### config.mk
export PLATFORM = sky130hd
export DESIGN_NAME = timer_toggle_output
export DESIGN_NICKNAME = d
export VERILOG_FILES = /design/src/hw/timer_toggle_pkg.sv /design/src/hw/pin_sync.sv /design/src/hw/timer_prescaler.sv /design/src/hw/timer_toggle_output.sv
export SDC_FILE = /design/constraint.sdc
export NUM_CORES = 1
export LEC_CHECK = 0
export ABC_AREA = 1
export ABC_CLOCK_PERIOD_IN_PS = 2300
export BUFFER_PORTS_ARGS = -buffer_cell sky130_fd_sc_hd__buf_4
export CAP_MARGIN = 0
export CORE_ASPECT_RATIO = 1.5
export CORE_MARGIN = 10
export CORE_UTILIZATION = 40
export DETAILED_ROUTE_END_ITERATION = 12
export PLACE_DENSITY_LB_ADDON = 0.05
export SKIP_CTS_REPAIR_TIMING = 1
export SKIP_LAST_GASP = 1
export SYNTH_ARGS = -nofsm -noshare
export SYNTH_HDL_FRONTEND = slang
export SYNTH_HIERARCHICAL = 1
export SYNTH_SLANG_ARGS = --single-unit
### constraint.sdc
create_clock -name i_clk -period 2.3 [get_ports i_clk]
set_input_delay 0.23 -clock i_clk [delete_from_list [all_inputs] [get_ports i_clk]]
set_output_delay 0.23 -clock i_clk [all_outputs]
set_load 0.1 [all_outputs]
### src/hw/timer_toggle_pkg.sv
// Package with register map, field layouts and constants of the toggle-output timer.
package timer_toggle_pkg;

  // ----------------------------------------------------------------
  // Register addresses on the special-function-register bus
  // ----------------------------------------------------------------
  localparam logic [7:0] TIMER_FOUR_CONTROL_ADDR = 8'hC8;
  localparam logic [7:0] TIMER_FIVE_CONTROL_ADDR = 8'h91;
  localparam logic [7:0] TIMER_FOUR_CONFIG_ADDR = 8'hC9;
  localparam logic [7:0] TIMER_FIVE_CONFIG_ADDR = 8'h96;
  localparam logic [7:0] TIMER_FOUR_CAP_LOW_ADDR = 8'hCA;
  localparam logic [7:0] TIMER_FOUR_CAP_HIGH_ADDR = 8'hCB;
  localparam logic [7:0] TIMER_FOUR_COUNT_LOW_ADDR = 8'hCC;
  localparam logic [7:0] TIMER_FOUR_COUNT_HIGH_ADDR = 8'hCD;

  // ----------------------------------------------------------------
  // Field layouts and reset values
  // ----------------------------------------------------------------
  typedef struct packed {
    logic wrap_flag;
    logic ext_event_flag;
    logic [1:0] reserved;
    logic ext_input_enable;
    logic run_bit;
    logic count_source_select;
    logic capture_reload_select;
  } timer_control_t;

  typedef struct packed {
    logic [2:0] reserved;
    logic [1:0] clock_mode_field;
    logic toggle_state_bit;
    logic square_output_enable;
    logic decrement_enable;
  } timer_config_t;

  typedef struct packed {
    logic wr;
    logic rd;
    logic [7:0] addr;
    logic [7:0] wdata;
  } sfr_req_t;

  localparam timer_control_t CONTROL_RESET = '0;
  localparam timer_config_t CONFIG_RESET = '0;
  localparam logic [15:0] COUNT_RESET = 16'h0000;
  localparam logic [15:0] COUNT_MAX = 16'hFFFF;
  localparam logic [15:0] COUNT_MIN = 16'h0000;
  localparam logic [15:0] COUNT_ONE = 16'h0001;
  localparam logic [7:0] BYTE_ZERO = 8'h00;

  // ----------------------------------------------------------------
  // Clock modes and prescaler counts
  // ----------------------------------------------------------------
  localparam logic [1:0] MODE_SYS_DIV12 = 2'h0;
  localparam logic [1:0] MODE_SYS = 2'h1;
  localparam logic [1:0] MODE_EXT_DIV8 = 2'h2;
  localparam logic [1:0] MODE_SYS_DIV2 = 2'h3;
  localparam logic [3:0] DIV12_LAST = 4'hB;
  localparam logic [2:0] DIV8_LAST = 3'h7;
  localparam logic PIN_IDLE = 1'b1;

endpackage

### src/hw/pin_sync.sv
// Three-stage pin synchroniser with agreement filter and edge pulses.
module pin_sync (
  input wire logic i_clk,
  input wire logic i_rst_b,
  input wire logic i_pin,
  output logic o_level,
  output logic o_fall,
  output logic o_rise
);

  logic s1, s2, s3;
  logic next_level, next_fall, next_rise;

  // A change counts only once the second and third stages agree.
  always_comb begin
    next_level = o_level;
    next_fall = 1'b0;
    next_rise = 1'b0;
    if (s2 == s3) begin
      next_level = s3;
      next_fall = o_level & ~s3;
      next_rise = ~o_level & s3;
    end
  end

  always_ff @(posedge i_clk or negedge i_rst_b) begin
    if (!i_rst_b) begin
      s1 <= timer_toggle_pkg::PIN_IDLE;
      s2 <= timer_toggle_pkg::PIN_IDLE;
      s3 <= timer_toggle_pkg::PIN_IDLE;
      o_level <= timer_toggle_pkg::PIN_IDLE;
      o_fall <= 1'b0;
      o_rise <= 1'b0;
    end else begin
      s1 <= i_pin;
      s2 <= s1;
      s3 <= s2;
      o_level <= next_level;
      o_fall <= next_fall;
      o_rise <= next_rise;
    end
  end

endmodule

### src/hw/timer_prescaler.sv
// Timer clock prescaler producing one-cycle count enables per clock mode.
module timer_prescaler (
  input wire logic i_clk,
  input wire logic i_rst_b,
  input wire logic [1:0] i_mode,
  input wire logic i_ext_rise,
  output logic o_tick
);

  logic [3:0] div12, next_div12;
  logic div2, next_div2;
  logic [2:0] div8, next_div8;
  logic next_tick;

  always_comb begin
    next_div12 = (div12 == timer_toggle_pkg::DIV12_LAST) ? 4'h0 : div12 + 4'h1;
    next_div2 = ~div2;
    next_div8 = i_ext_rise ? div8 + 3'h1 : div8;
    unique case (i_mode)
      timer_toggle_pkg::MODE_SYS_DIV12: next_tick = (div12 == timer_toggle_pkg::DIV12_LAST);
      timer_toggle_pkg::MODE_SYS: next_tick = 1'b1;
      timer_toggle_pkg::MODE_EXT_DIV8: next_tick = i_ext_rise && (div8 == timer_toggle_pkg::DIV8_LAST);
      timer_toggle_pkg::MODE_SYS_DIV2: next_tick = div2;
    endcase
  end

  always_ff @(posedge i_clk or negedge i_rst_b) begin
    if (!i_rst_b) begin
      div12 <= 4'h0;
      div2 <= 1'b0;
      div8 <= 3'h0;
      o_tick <= 1'b0;
    end else begin
      div12 <= next_div12;
      div2 <= next_div2;
      div8 <= next_div8;
      o_tick <= next_tick;
    end
  end

endmodule

### src/hw/timer_toggle_output.sv
// Sixteen-bit up/down timer with capture, reload and square-wave toggle output.
//
// Contract
// - On each overflow or underflow the toggle level inverts, giving 50% duty.
// - Down-counting in reload mode underflows at the reload value, then loads 0xFFFF.
// - Up-counting in reload mode overflows past 0xFFFF, then loads the reload value.
// - The pin carries the square wave only with output enable, reload mode, timer selection.
// - Writing 1 to the run bit starts counting and toggling.
// - The toggle-state bit reads the present level; writing forces it.
// - Square-wave frequency is timer clock over twice (65536 minus reload value).
// - The wrap flag in bit 7 sets when counting rolls 0xFFFF to 0x0000.
// - The wrap flag also sets on underflow in reload and capture modes.
// - A set wrap flag requests the interrupt; only software clears it.
// - The external flag in bit 6 sets on an enabled edge capture or reload.
// - With external-input enable 0, external falling edges are ignored; the input level still steers direction.
// - In capture mode an enabled falling edge copies the counter to capture registers.
// - In reload mode, decrement off, an enabled falling edge reloads and sets the flag.
// - In reload mode with decrement on, the input level sets direction, no reloads.
// - Capture/reload select 0 is reload mode, 1 is capture mode.
// - Run bit 0 stops the counter, 1 lets it count.
// - Decrement enable 0 forces up; 1 counts down on low input, up on high.
// - Clock mode selects system/12, system, external/8, system/2.
module timer_toggle_output #(
  parameter logic [7:0] CONTROL_ADDR = timer_toggle_pkg::TIMER_FOUR_CONTROL_ADDR,
  parameter logic [7:0] CONFIG_ADDR = timer_toggle_pkg::TIMER_FOUR_CONFIG_ADDR,
  parameter logic [7:0] CAP_LOW_ADDR = timer_toggle_pkg::TIMER_FOUR_CAP_LOW_ADDR,
  parameter logic [7:0] CAP_HIGH_ADDR = timer_toggle_pkg::TIMER_FOUR_CAP_HIGH_ADDR,
  parameter logic [7:0] COUNT_LOW_ADDR = timer_toggle_pkg::TIMER_FOUR_COUNT_LOW_ADDR,
  parameter logic [7:0] COUNT_HIGH_ADDR = timer_toggle_pkg::TIMER_FOUR_COUNT_HIGH_ADDR
) (
  input wire logic i_clk,
  input wire logic i_rst_b,
  input wire logic i_sfr_wr,
  input wire logic i_sfr_rd,
  input wire logic [7:0] i_sfr_addr,
  input wire logic [7:0] i_sfr_wdata,
  output logic [7:0] o_sfr_rdata,
  input wire logic i_ext_trigger_pin,
  input wire logic i_count_pin,
  input wire logic i_ext_clk,
  output logic o_toggle_pin,
  output logic o_toggle_oe,
  output logic o_timer_irq
);

  // ----------------------------------------------------------------
  // Bus request and decode
  // ----------------------------------------------------------------
  timer_toggle_pkg::sfr_req_t req;
  assign req = '{wr: i_sfr_wr, rd: i_sfr_rd, addr: i_sfr_addr, wdata: i_sfr_wdata};

  logic ctrl_wr, cfg_wr, cap_lo_wr, cap_hi_wr, cnt_lo_wr, cnt_hi_wr, cnt_wr, cap_wr;
  assign ctrl_wr = req.wr && (req.addr == CONTROL_ADDR);
  assign cfg_wr = req.wr && (req.addr == CONFIG_ADDR);
  assign cap_lo_wr = req.wr && (req.addr == CAP_LOW_ADDR);
  assign cap_hi_wr = req.wr && (req.addr == CAP_HIGH_ADDR);
  assign cnt_lo_wr = req.wr && (req.addr == COUNT_LOW_ADDR);
  assign cnt_hi_wr = req.wr && (req.addr == COUNT_HIGH_ADDR);
  assign cnt_wr = cnt_lo_wr || cnt_hi_wr;
  assign cap_wr = cap_lo_wr || cap_hi_wr;

  // ----------------------------------------------------------------
  // State
  // ----------------------------------------------------------------
  timer_toggle_pkg::timer_control_t ctrl, next_ctrl;
  timer_toggle_pkg::timer_config_t cfg, next_cfg;
  logic [15:0] count, next_count;
  logic [15:0] cap, next_cap;
  logic [7:0] next_rdata;
  logic next_pin, next_oe;

  // ----------------------------------------------------------------
  // Pin synchronisers and prescaler
  // ----------------------------------------------------------------
  logic ext_level, ext_fall, cnt_fall, eclk_rise, pre_tick;

  pin_sync u_ext_sync (
    .i_clk(i_clk),
    .i_rst_b(i_rst_b),
    .i_pin(i_ext_trigger_pin),
    .o_level(ext_level),
    .o_fall(ext_fall),
    .o_rise()
  );

  pin_sync u_count_sync (
    .i_clk(i_clk),
    .i_rst_b(i_rst_b),
    .i_pin(i_count_pin),
    .o_level(),
    .o_fall(cnt_fall),
    .o_rise()
  );

  pin_sync u_eclk_sync (
    .i_clk(i_clk),
    .i_rst_b(i_rst_b),
    .i_pin(i_ext_clk),
    .o_level(),
    .o_fall(),
    .o_rise(eclk_rise)
  );

  timer_prescaler u_prescaler (
    .i_clk(i_clk),
    .i_rst_b(i_rst_b),
    .i_mode(cfg.clock_mode_field),
    .i_ext_rise(eclk_rise),
    .o_tick(pre_tick)
  );

  // ----------------------------------------------------------------
  // Count events
  // ----------------------------------------------------------------
  logic reload_mode, count_up, tick, ext_ev, wrap_up, wrap_down, wrap;
  assign reload_mode = ~ctrl.capture_reload_select;
  assign count_up = ~cfg.decrement_enable | ext_level;
  assign tick = ctrl.run_bit && (ctrl.count_source_select ? cnt_fall : pre_tick);
  // With decrement on in reload mode the input only steers direction.
  assign ext_ev = ctrl.ext_input_enable && ext_fall && !(reload_mode && cfg.decrement_enable);
  assign wrap_up = tick && count_up && (count == timer_toggle_pkg::COUNT_MAX);
  assign wrap_down = tick && !count_up &&
    (count == (reload_mode ? cap : timer_toggle_pkg::COUNT_MIN));
  assign wrap = wrap_up || wrap_down;

  // ----------------------------------------------------------------
  // Counter and capture/reload value
  // ----------------------------------------------------------------
  always_comb begin
    next_count = count;
    next_cap = cap;
    if (ext_ev && reload_mode) begin
      next_count = cap;
    end else if (wrap_up) begin
      next_count = reload_mode ? cap : timer_toggle_pkg::COUNT_MIN;
    end else if (wrap_down) begin
      next_count = timer_toggle_pkg::COUNT_MAX;
    end else if (tick) begin
      next_count = count_up ? count + timer_toggle_pkg::COUNT_ONE
                            : count - timer_toggle_pkg::COUNT_ONE;
    end
    if (ext_ev && !reload_mode) begin
      next_cap = count;
    end
    // Software writes win over hardware updates of the same byte.
    if (cnt_lo_wr) begin
      next_count[7:0] = req.wdata;
    end
    if (cnt_hi_wr) begin
      next_count[15:8] = req.wdata;
    end
    if (cap_lo_wr) begin
      next_cap[7:0] = req.wdata;
    end
    if (cap_hi_wr) begin
      next_cap[15:8] = req.wdata;
    end
  end

  always_ff @(posedge i_clk or negedge i_rst_b) begin
    if (!i_rst_b) begin
      count <= timer_toggle_pkg::COUNT_RESET;
      cap <= timer_toggle_pkg::COUNT_RESET;
    end else begin
      count <= next_count;
      cap <= next_cap;
    end
  end

  // ----------------------------------------------------------------
  // Control and configuration registers
  // ----------------------------------------------------------------
  always_comb begin
    next_ctrl = ctrl;
    next_cfg = cfg;
    if (ctrl_wr) begin
      next_ctrl = timer_toggle_pkg::timer_control_t'(req.wdata);
      next_ctrl.reserved = 2'h0;
    end
    // Hardware sets win over a software clear in the same cycle.
    next_ctrl.wrap_flag = next_ctrl.wrap_flag | wrap;
    next_ctrl.ext_event_flag = next_ctrl.ext_event_flag | ext_ev;
    if (wrap) begin
      next_cfg.toggle_state_bit = ~cfg.toggle_state_bit;
    end
    // A forced level takes effect even if a wrap lands in the same cycle.
    if (cfg_wr) begin
      next_cfg = timer_toggle_pkg::timer_config_t'(req.wdata);
      next_cfg.reserved = 3'h0;
    end
  end

  always_ff @(posedge i_clk or negedge i_rst_b) begin
    if (!i_rst_b) begin
      ctrl <= timer_toggle_pkg::CONTROL_RESET;
      cfg <= timer_toggle_pkg::CONFIG_RESET;
    end else begin
      ctrl <= next_ctrl;
      cfg <= next_cfg;
    end
  end

  // ----------------------------------------------------------------
  // Read data and pin outputs
  // ----------------------------------------------------------------
  always_comb begin
    next_rdata = o_sfr_rdata;
    if (req.rd) begin
      if (req.addr == CONTROL_ADDR) begin
        next_rdata = ctrl;
      end else if (req.addr == CONFIG_ADDR) begin
        next_rdata = cfg;
      end else if (req.addr == CAP_LOW_ADDR) begin
        next_rdata = cap[7:0];
      end else if (req.addr == CAP_HIGH_ADDR) begin
        next_rdata = cap[15:8];
      end else if (req.addr == COUNT_LOW_ADDR) begin
        next_rdata = count[7:0];
      end else if (req.addr == COUNT_HIGH_ADDR) begin
        next_rdata = count[15:8];
      end else begin
        next_rdata = timer_toggle_pkg::BYTE_ZERO;
      end
    end
    next_oe = cfg.square_output_enable && reload_mode && !ctrl.count_source_select;
    next_pin = next_oe && cfg.toggle_state_bit;
  end

  always_ff @(posedge i_clk or negedge i_rst_b) begin
    if (!i_rst_b) begin
      o_sfr_rdata <= timer_toggle_pkg::BYTE_ZERO;
      o_toggle_pin <= 1'b0;
      o_toggle_oe <= 1'b0;
    end else begin
      o_sfr_rdata <= next_rdata;
      o_toggle_pin <= next_pin;
      o_toggle_oe <= next_oe;
    end
  end

  assign o_timer_irq = ctrl.wrap_flag;

  // ----------------------------------------------------------------
  // Half-period monitor
  // ----------------------------------------------------------------
  // Counts ticks between wraps so that the square-wave period can be held against the reload value.
  // A period is clean only when nothing but ticks moved the counter since the previous wrap.
  logic [15:0] ticks_seen, next_ticks_seen;
  logic period_clean, next_period_clean, period_upset;
  assign period_upset = cnt_wr || cap_wr || ctrl_wr || cfg_wr || ext_ev || !count_up || !reload_mode;

  always_comb begin
    next_ticks_seen = ticks_seen;
    next_period_clean = (wrap || period_clean) && !period_upset;
    if (wrap) begin
      next_ticks_seen = timer_toggle_pkg::COUNT_RESET;
    end else if (tick) begin
      next_ticks_seen = ticks_seen + timer_toggle_pkg::COUNT_ONE;
    end
  end

  always_ff @(posedge i_clk or negedge i_rst_b) begin
    if (!i_rst_b) begin
      ticks_seen <= timer_toggle_pkg::COUNT_RESET;
      period_clean <= 1'b0;
    end else begin
      ticks_seen <= next_ticks_seen;
      period_clean <= next_period_clean;
    end
  end
endmodule

==> After elaboration in Yosys (flattened, before gate mapping) <==
Index checks and enable logic that the tools add are counted.
{ "word_totals": {"ff_bits": 77, "wordCells": 125} }
{ "op_classes": {"n_addsub": 4, "n_eq_ne": 16, "mux": 26, "bitwise": 13, "reduce_logical": 30} }
{ "op_table": {"columns": ["cell", "count"], "rows": [
  ["2-to-1 mux 16 bit", 7],
  ["2-to-1 mux 8 bit", 11],
  ["equality test 8 bit (second input constant)", 6],
  ["logical AND 1 bit", 20],
  ["adder 16 x 1 -> 16 bit (second input constant)", 1],
  ["equality test 16 bit", 1],
  ["equality test 16 bit (second input constant)", 1],
  ["subtractor 16 x 1 -> 16 bit (second input constant)", 1],
  ["nonzero test 5 bit", 2],
  ["inverter 1 bit", 7],
  ["nonzero test 2 bit", 3],
  ["2-to-1 mux 1 bit", 5],
  ["adder 4 x 1 -> 4 bit (second input constant)", 1],
  ["equality test 2 bit (second input constant)", 2],
  ["equality test 4 bit (second input constant)", 1],
  ["2-to-1 mux 4 bit", 1],
  ["one-hot mux 1 bit (4 select lines)", 1],
  ["adder 3 x 1 -> 3 bit (second input constant)", 1],
  ["bitwise AND 1 bit", 3],
  ["equality test 1 bit", 3],
  ["equality test 3 bit (second input constant)", 1],
  ["logical NOT 1 bit", 3],
  ["2-to-1 mux 3 bit", 1],
  ["OR 1 bit", 3],
  ["3 further kinds", 3]
]} }

==> Logic depth before layout (Yosys ltp) <==
{ "logic_depth": {"ltp_word": 9, "depth_mapped": 18, "mapped_depth_nobuf": 18} }

==> Modules after synthesis <==
Netlist, hierarchy kept.
{ "modules_own_cells": {"columns": ["module", "n_inst", "cells_each", "area_each_um2", "seq_area_each_um2"], "rows": [
  ["timer_toggle_output", 1, 708, 4415.5, 1326.3],
  ["pin_sync", 3, 11, 188.9, 155.1],
  ["timer_prescaler", 1, 40, 394.1, 225.2]
]} }

==> Worst setup path after synthesis <==
No wires, ideal clock.
{ "synth_timing": {"path_type": "reg2reg", "start": "register u_ext_sync.o_level", "end": "register count[12]", "setup_ns": 0.116, "arrival_time_ns": 1.881, "required_time_ns": 2.184, "setup_slack_ns": 0.303, "stages_incl_launch_ff": 19, "path_buffers": 0, "period_less_slack_ns": 1.997, "cell_sequence": "dfstp_2 inv_2 nand2_4 nand2_1 nand2_1 inv_1 ha_1 inv_1 nand2_1 a21oi_1 inv_1 nand2_1 nand2_1 nand2_1 nand3_1 nand2_1 nand2_1 nand2_1 nand2_1"} }
{ "synth_via": {"elab_chain_len": 8, "elab_cells_between_ends": 13, "classes_between": "mux: 6; bitwise: 1; reduce/logical: 6"} }
{ "synth_rtl": {"columns": ["item", "line_no", "rtl"], "rows": [
  ["from (decl)", "pin_sync.sv:6", "output logic o_level,"],
  ["from (signal assigned)", "pin_sync.sv:31", "o_level <= timer_toggle_pkg::PIN_IDLE;"],
  ["from (signal assigned)", "pin_sync.sv:38", "o_level <= next_level;"],
  ["OR 1 bit *", "timer_toggle_output.sv:117", "assign count_up = ~cfg.decrement_enable | ext_level;"],
  ["logical NOT 1 bit", null, null],
  ["logical AND 1 bit (2 in series)", "timer_toggle_output.sv:122", "assign wrap_down = tick && !count_up &&"],
  ["2-to-1 mux 16 bit", "timer_toggle_output.sv:136", "end else if (wrap_down) begin"],
  ["2-to-1 mux 16 bit", "timer_toggle_output.sv:134", "end else if (wrap_up) begin"],
  ["2-to-1 mux 16 bit", "timer_toggle_output.sv:132", "if (ext_ev && reload_mode) begin"],
  ["2-to-1 mux 8 bit", "timer_toggle_output.sv:149", "if (cnt_hi_wr) begin"],
  ["to (signal assigned)", "timer_toggle_output.sv:162", "count <= timer_toggle_pkg::COUNT_RESET;"],
  ["to (signal assigned)", "timer_toggle_output.sv:165", "count <= next_count;"],
  ["to (decl)", "timer_toggle_output.sv:67", "logic [15:0] count, next_count;"]
]} }
Mark *: on every way between the ends. The rest lies on a longest branch, timed or not. The select of a mux whose other input is x is not followed.
A chain may end at the register's enable or synchronous reset.

==> Worst setup path after layout <==
{ "layout_timing": {"start": "register count[2]", "end": "register cfg[2] (netlist name)"} }
{ "layout_via": {"elab_chain_len": 4, "elab_cells_between_ends": 6, "classes_between": "eq/ne: 2; reduce/logical: 4"} }
{ "layout_rtl": {"columns": ["item", "line_no", "rtl"], "rows": [
  ["equality test 16 bit (on tied branches)", "timer_toggle_output.sv:121, timer_toggle_output.sv:123", null],
  ["logical AND 1 bit (on tied branches)", "timer_toggle_output.sv:121, timer_toggle_output.sv:122", null],
  ["logical OR 1 bit *", "timer_toggle_output.sv:124", "assign wrap = wrap_up || wrap_down;"],
  ["nonzero test 2 bit (no line) *", null, null],
  ["to (signal assigned)", "timer_toggle_output.sv:196", "cfg <= timer_toggle_pkg::CONFIG_RESET;"],
  ["to (signal assigned)", "timer_toggle_output.sv:199", "cfg <= next_cfg;"],
  ["to (decl)", "timer_toggle_output.sv:66", "timer_toggle_pkg::timer_config_t cfg, next_cfg;"]
]} }
Mark *: on every way between the ends. The rest lies on a longest branch, timed or not.

==> results_dict.tcl <==
set metrics [dict create \
    vias 5469 \
    worst_pin_slew_ns 0.576 \
    antenna_left 0 \
    drtPass1Iterations 5 \
    synthCells 775 \
    vias_per_cell 5.40 \
    hp-class "in2reg" \
    drcViolationCount 0 \
    period_minus_slack_ns 2.18 \
    drtIter0Drc 478 \
    antenna_found_initial 0 \
    tns_ns 0 \
    slew_violations 0 \
    rrSetupSlack_ns 0.12 \
    fin_nets 875 \
    grt_util_all_layers_pct 20.5 \
    yosysWarnings 6 \
    grt_max_degree 41 \
    powerDensity_nw_per_um2 997 \
    final_cells 1012 \
    synth.avg_cell_area_um2 6.81 \
    path_clk_slew_ns 0.07 \
    holdPathEnd "o_sfr_rdata[7]" \
    grt-ovfl-total 0 \
    cts.sinks 77 \
    finClkSkew_ns 0.0140 \
    fill_cells 1352 \
    critical_path_class "reg2reg" \
    synthToLayoutAreaGrowth_pct 21.3 \
    min_period_over_period_pct 94.8 \
    dp.cells 983 \
    htreeDepth 3 \
    min_from "i_sfr_rd" \
    port_buffers 33 \
    die_y_um 161 \
    drive_above_1_share_pct 17.2 \
    ir_drop_mv 0.380 \
    netlist_area_um2 5280 \
    setup_viol 0 \
    globalplace.congestion 0.949 \
    numCtsBuffers 9 \
    ios 34 \
    path_max_fanout 9 \
    required_ns 2.52 \
    dp_hpwl_mm 14.6 \
    start_util_pct 40.7 \
    diodes 0 \
    wl_per_cell_um 18.6 \
    rows 51 \
    core_um2 13000 \
    hold_violations 0 \
    synth_fp_nets 802 \
    maxCapViolCount 0 \
    holdWs_ns 0.129 \
    min_path_cells 2 \
    multi_input_area_um2 2760 \
    tritoncts "done" \
    slew_headroom_pct 61.6 \
    clk_latency_ns 0.35 \
    wirelength_mm 18.9 \
    cts-root-buf "clkbuf_16" \
    critPathLaunchType "flop" \
    dieArea_um2 18300 \
    status "complete, no violations" \
    leakage_nw 3.28 \
    worstRegToRegCells 9 \
    clk_path_buf_depth 2 \
    fmax_mhz 459 \
    dieWidth_um 114 \
    endpoint_kind "flop" \
    rr_endpoint "cfg[2]" \
    r2r-start "count[2]" \
    regArea_um2 1940 \
    cp_data_arrival_time_ns 2.40 \
    grt_pass1_vias 5342 \
    rsz0062_at_grt "no" \
    grt_pass1_wl_mm 29.6 \
]
==> metrics by stage <==
stage	area, um2	setup slack [ns]	util (%)	power, W
after detailed placement	5900	-0.0259	45.5	0.00474
after global placement	5900	-0.00429	45.5	0.00473
after floorplan	5280	0.327	-	0.00370
after global routing	6400	0.00688	49.4	0.00683
after CTS	6200	-0.0381	47.9	0.00627
final	6400	0.120	49.4	0.00638
==> worst max-delay path by stage <==
stage               slack (ns)  depth (start not counted)         to                from
floorplan                 0.33                         18  count[12]  u_ext_sync/o_level
global placement        -0.004                         14  count[13]              cfg[0]
detailed placement       -0.03                         15  count[11]              cfg[0]
CTS                      -0.04                         15  count[11]              cfg[0]
global route             0.007                         11  count[15]            count[5]
finish                    0.12                          9     cfg[2]            count[2]
==> cell type report <==
| class | count | area share (%) |
|---|---|---|
| sequential | 77 | 30.3 |
| tap | 159 | 3.11 |
| inverter | 132 | 7.82 |
| timing repair buffer | 79 | 10.9 |
| multi-input combinational | 549 | 43.1 |
| clock buffer | 9 | 3.52 |
| clock inverter | 7 | 1.25 |
==> per-layer routing <==
layer,part of all wire [%],global-route usage (%),wire [um],up-vias
met1,39,23.0,7280,2562
met3,4.5,3.69,845,64
met4,5.2,10.9,986,0
li1,-,-,-,2657
met5,0,0,0,-
met2,52,35.7,9750,186
==> critical path, stage by stage, from the launching register on <==
cell and delay [ns]:
dfrtp_1 0.51, inv_1 0.18, nor4_2 0.39, nand3_2 0.19
nor2_4 0.29, a21oi_4 0.07, buf_12 0.15, buf_4 0.15
nand2_1 0.05, a31oi_1 0.07
==> power by group <==
part | leakage [nW] | total (W) | internal (W) | switching, W
Combinational | 2.22 | 0.00280 | 0.00100 | 0.00180
Clock | 0.149 | 0.00152 | 0.000859 | 0.000656
Sequential | 0.915 | 0.00207 | 0.00169 | 0.000380
==> registers in the layout (all words and copies together), names as in the netlist, 3 cells and up <==
signal	flops
ctrl	5
cap	16
u_prescaler/div12	4
u_prescaler/div8	3
o_sfr_rdata	8
cfg	5
count	16
==> layout by cell type, fill, tap and decap left out, types with 2 or more instances in the layout <==
master / instances
o22ai_1: 16
xor2_1: 12
o21ai_1: 4
o221ai_1: 10
inv_2: 6
o21ai_2: 3
clkbuf_16: 10
a41oi_1: 7
nand2_1: 223
o21bai_1: 9
nor2_1: 54
a21oi_1: 27
ha_1: 4
and2_1: 3
nor2_2: 6
nand3_1: 47
inv_6: 3
nor3_1: 7
nor3b_2: 2
inv_4: 2
a31oi_1: 2
nor2_4: 4
nand2_4: 3
inv_1: 123
dfstp_2: 12
buf_4: 68
dfrtp_1: 64
nand4_1: 4
nand2_2: 13
dlygate4sd3_1: 4
buf_12: 6
o21ai_0: 71
nor4_1: 2
o211ai_1: 6
No activity file was read; power rests on OpenSTA's default activity.
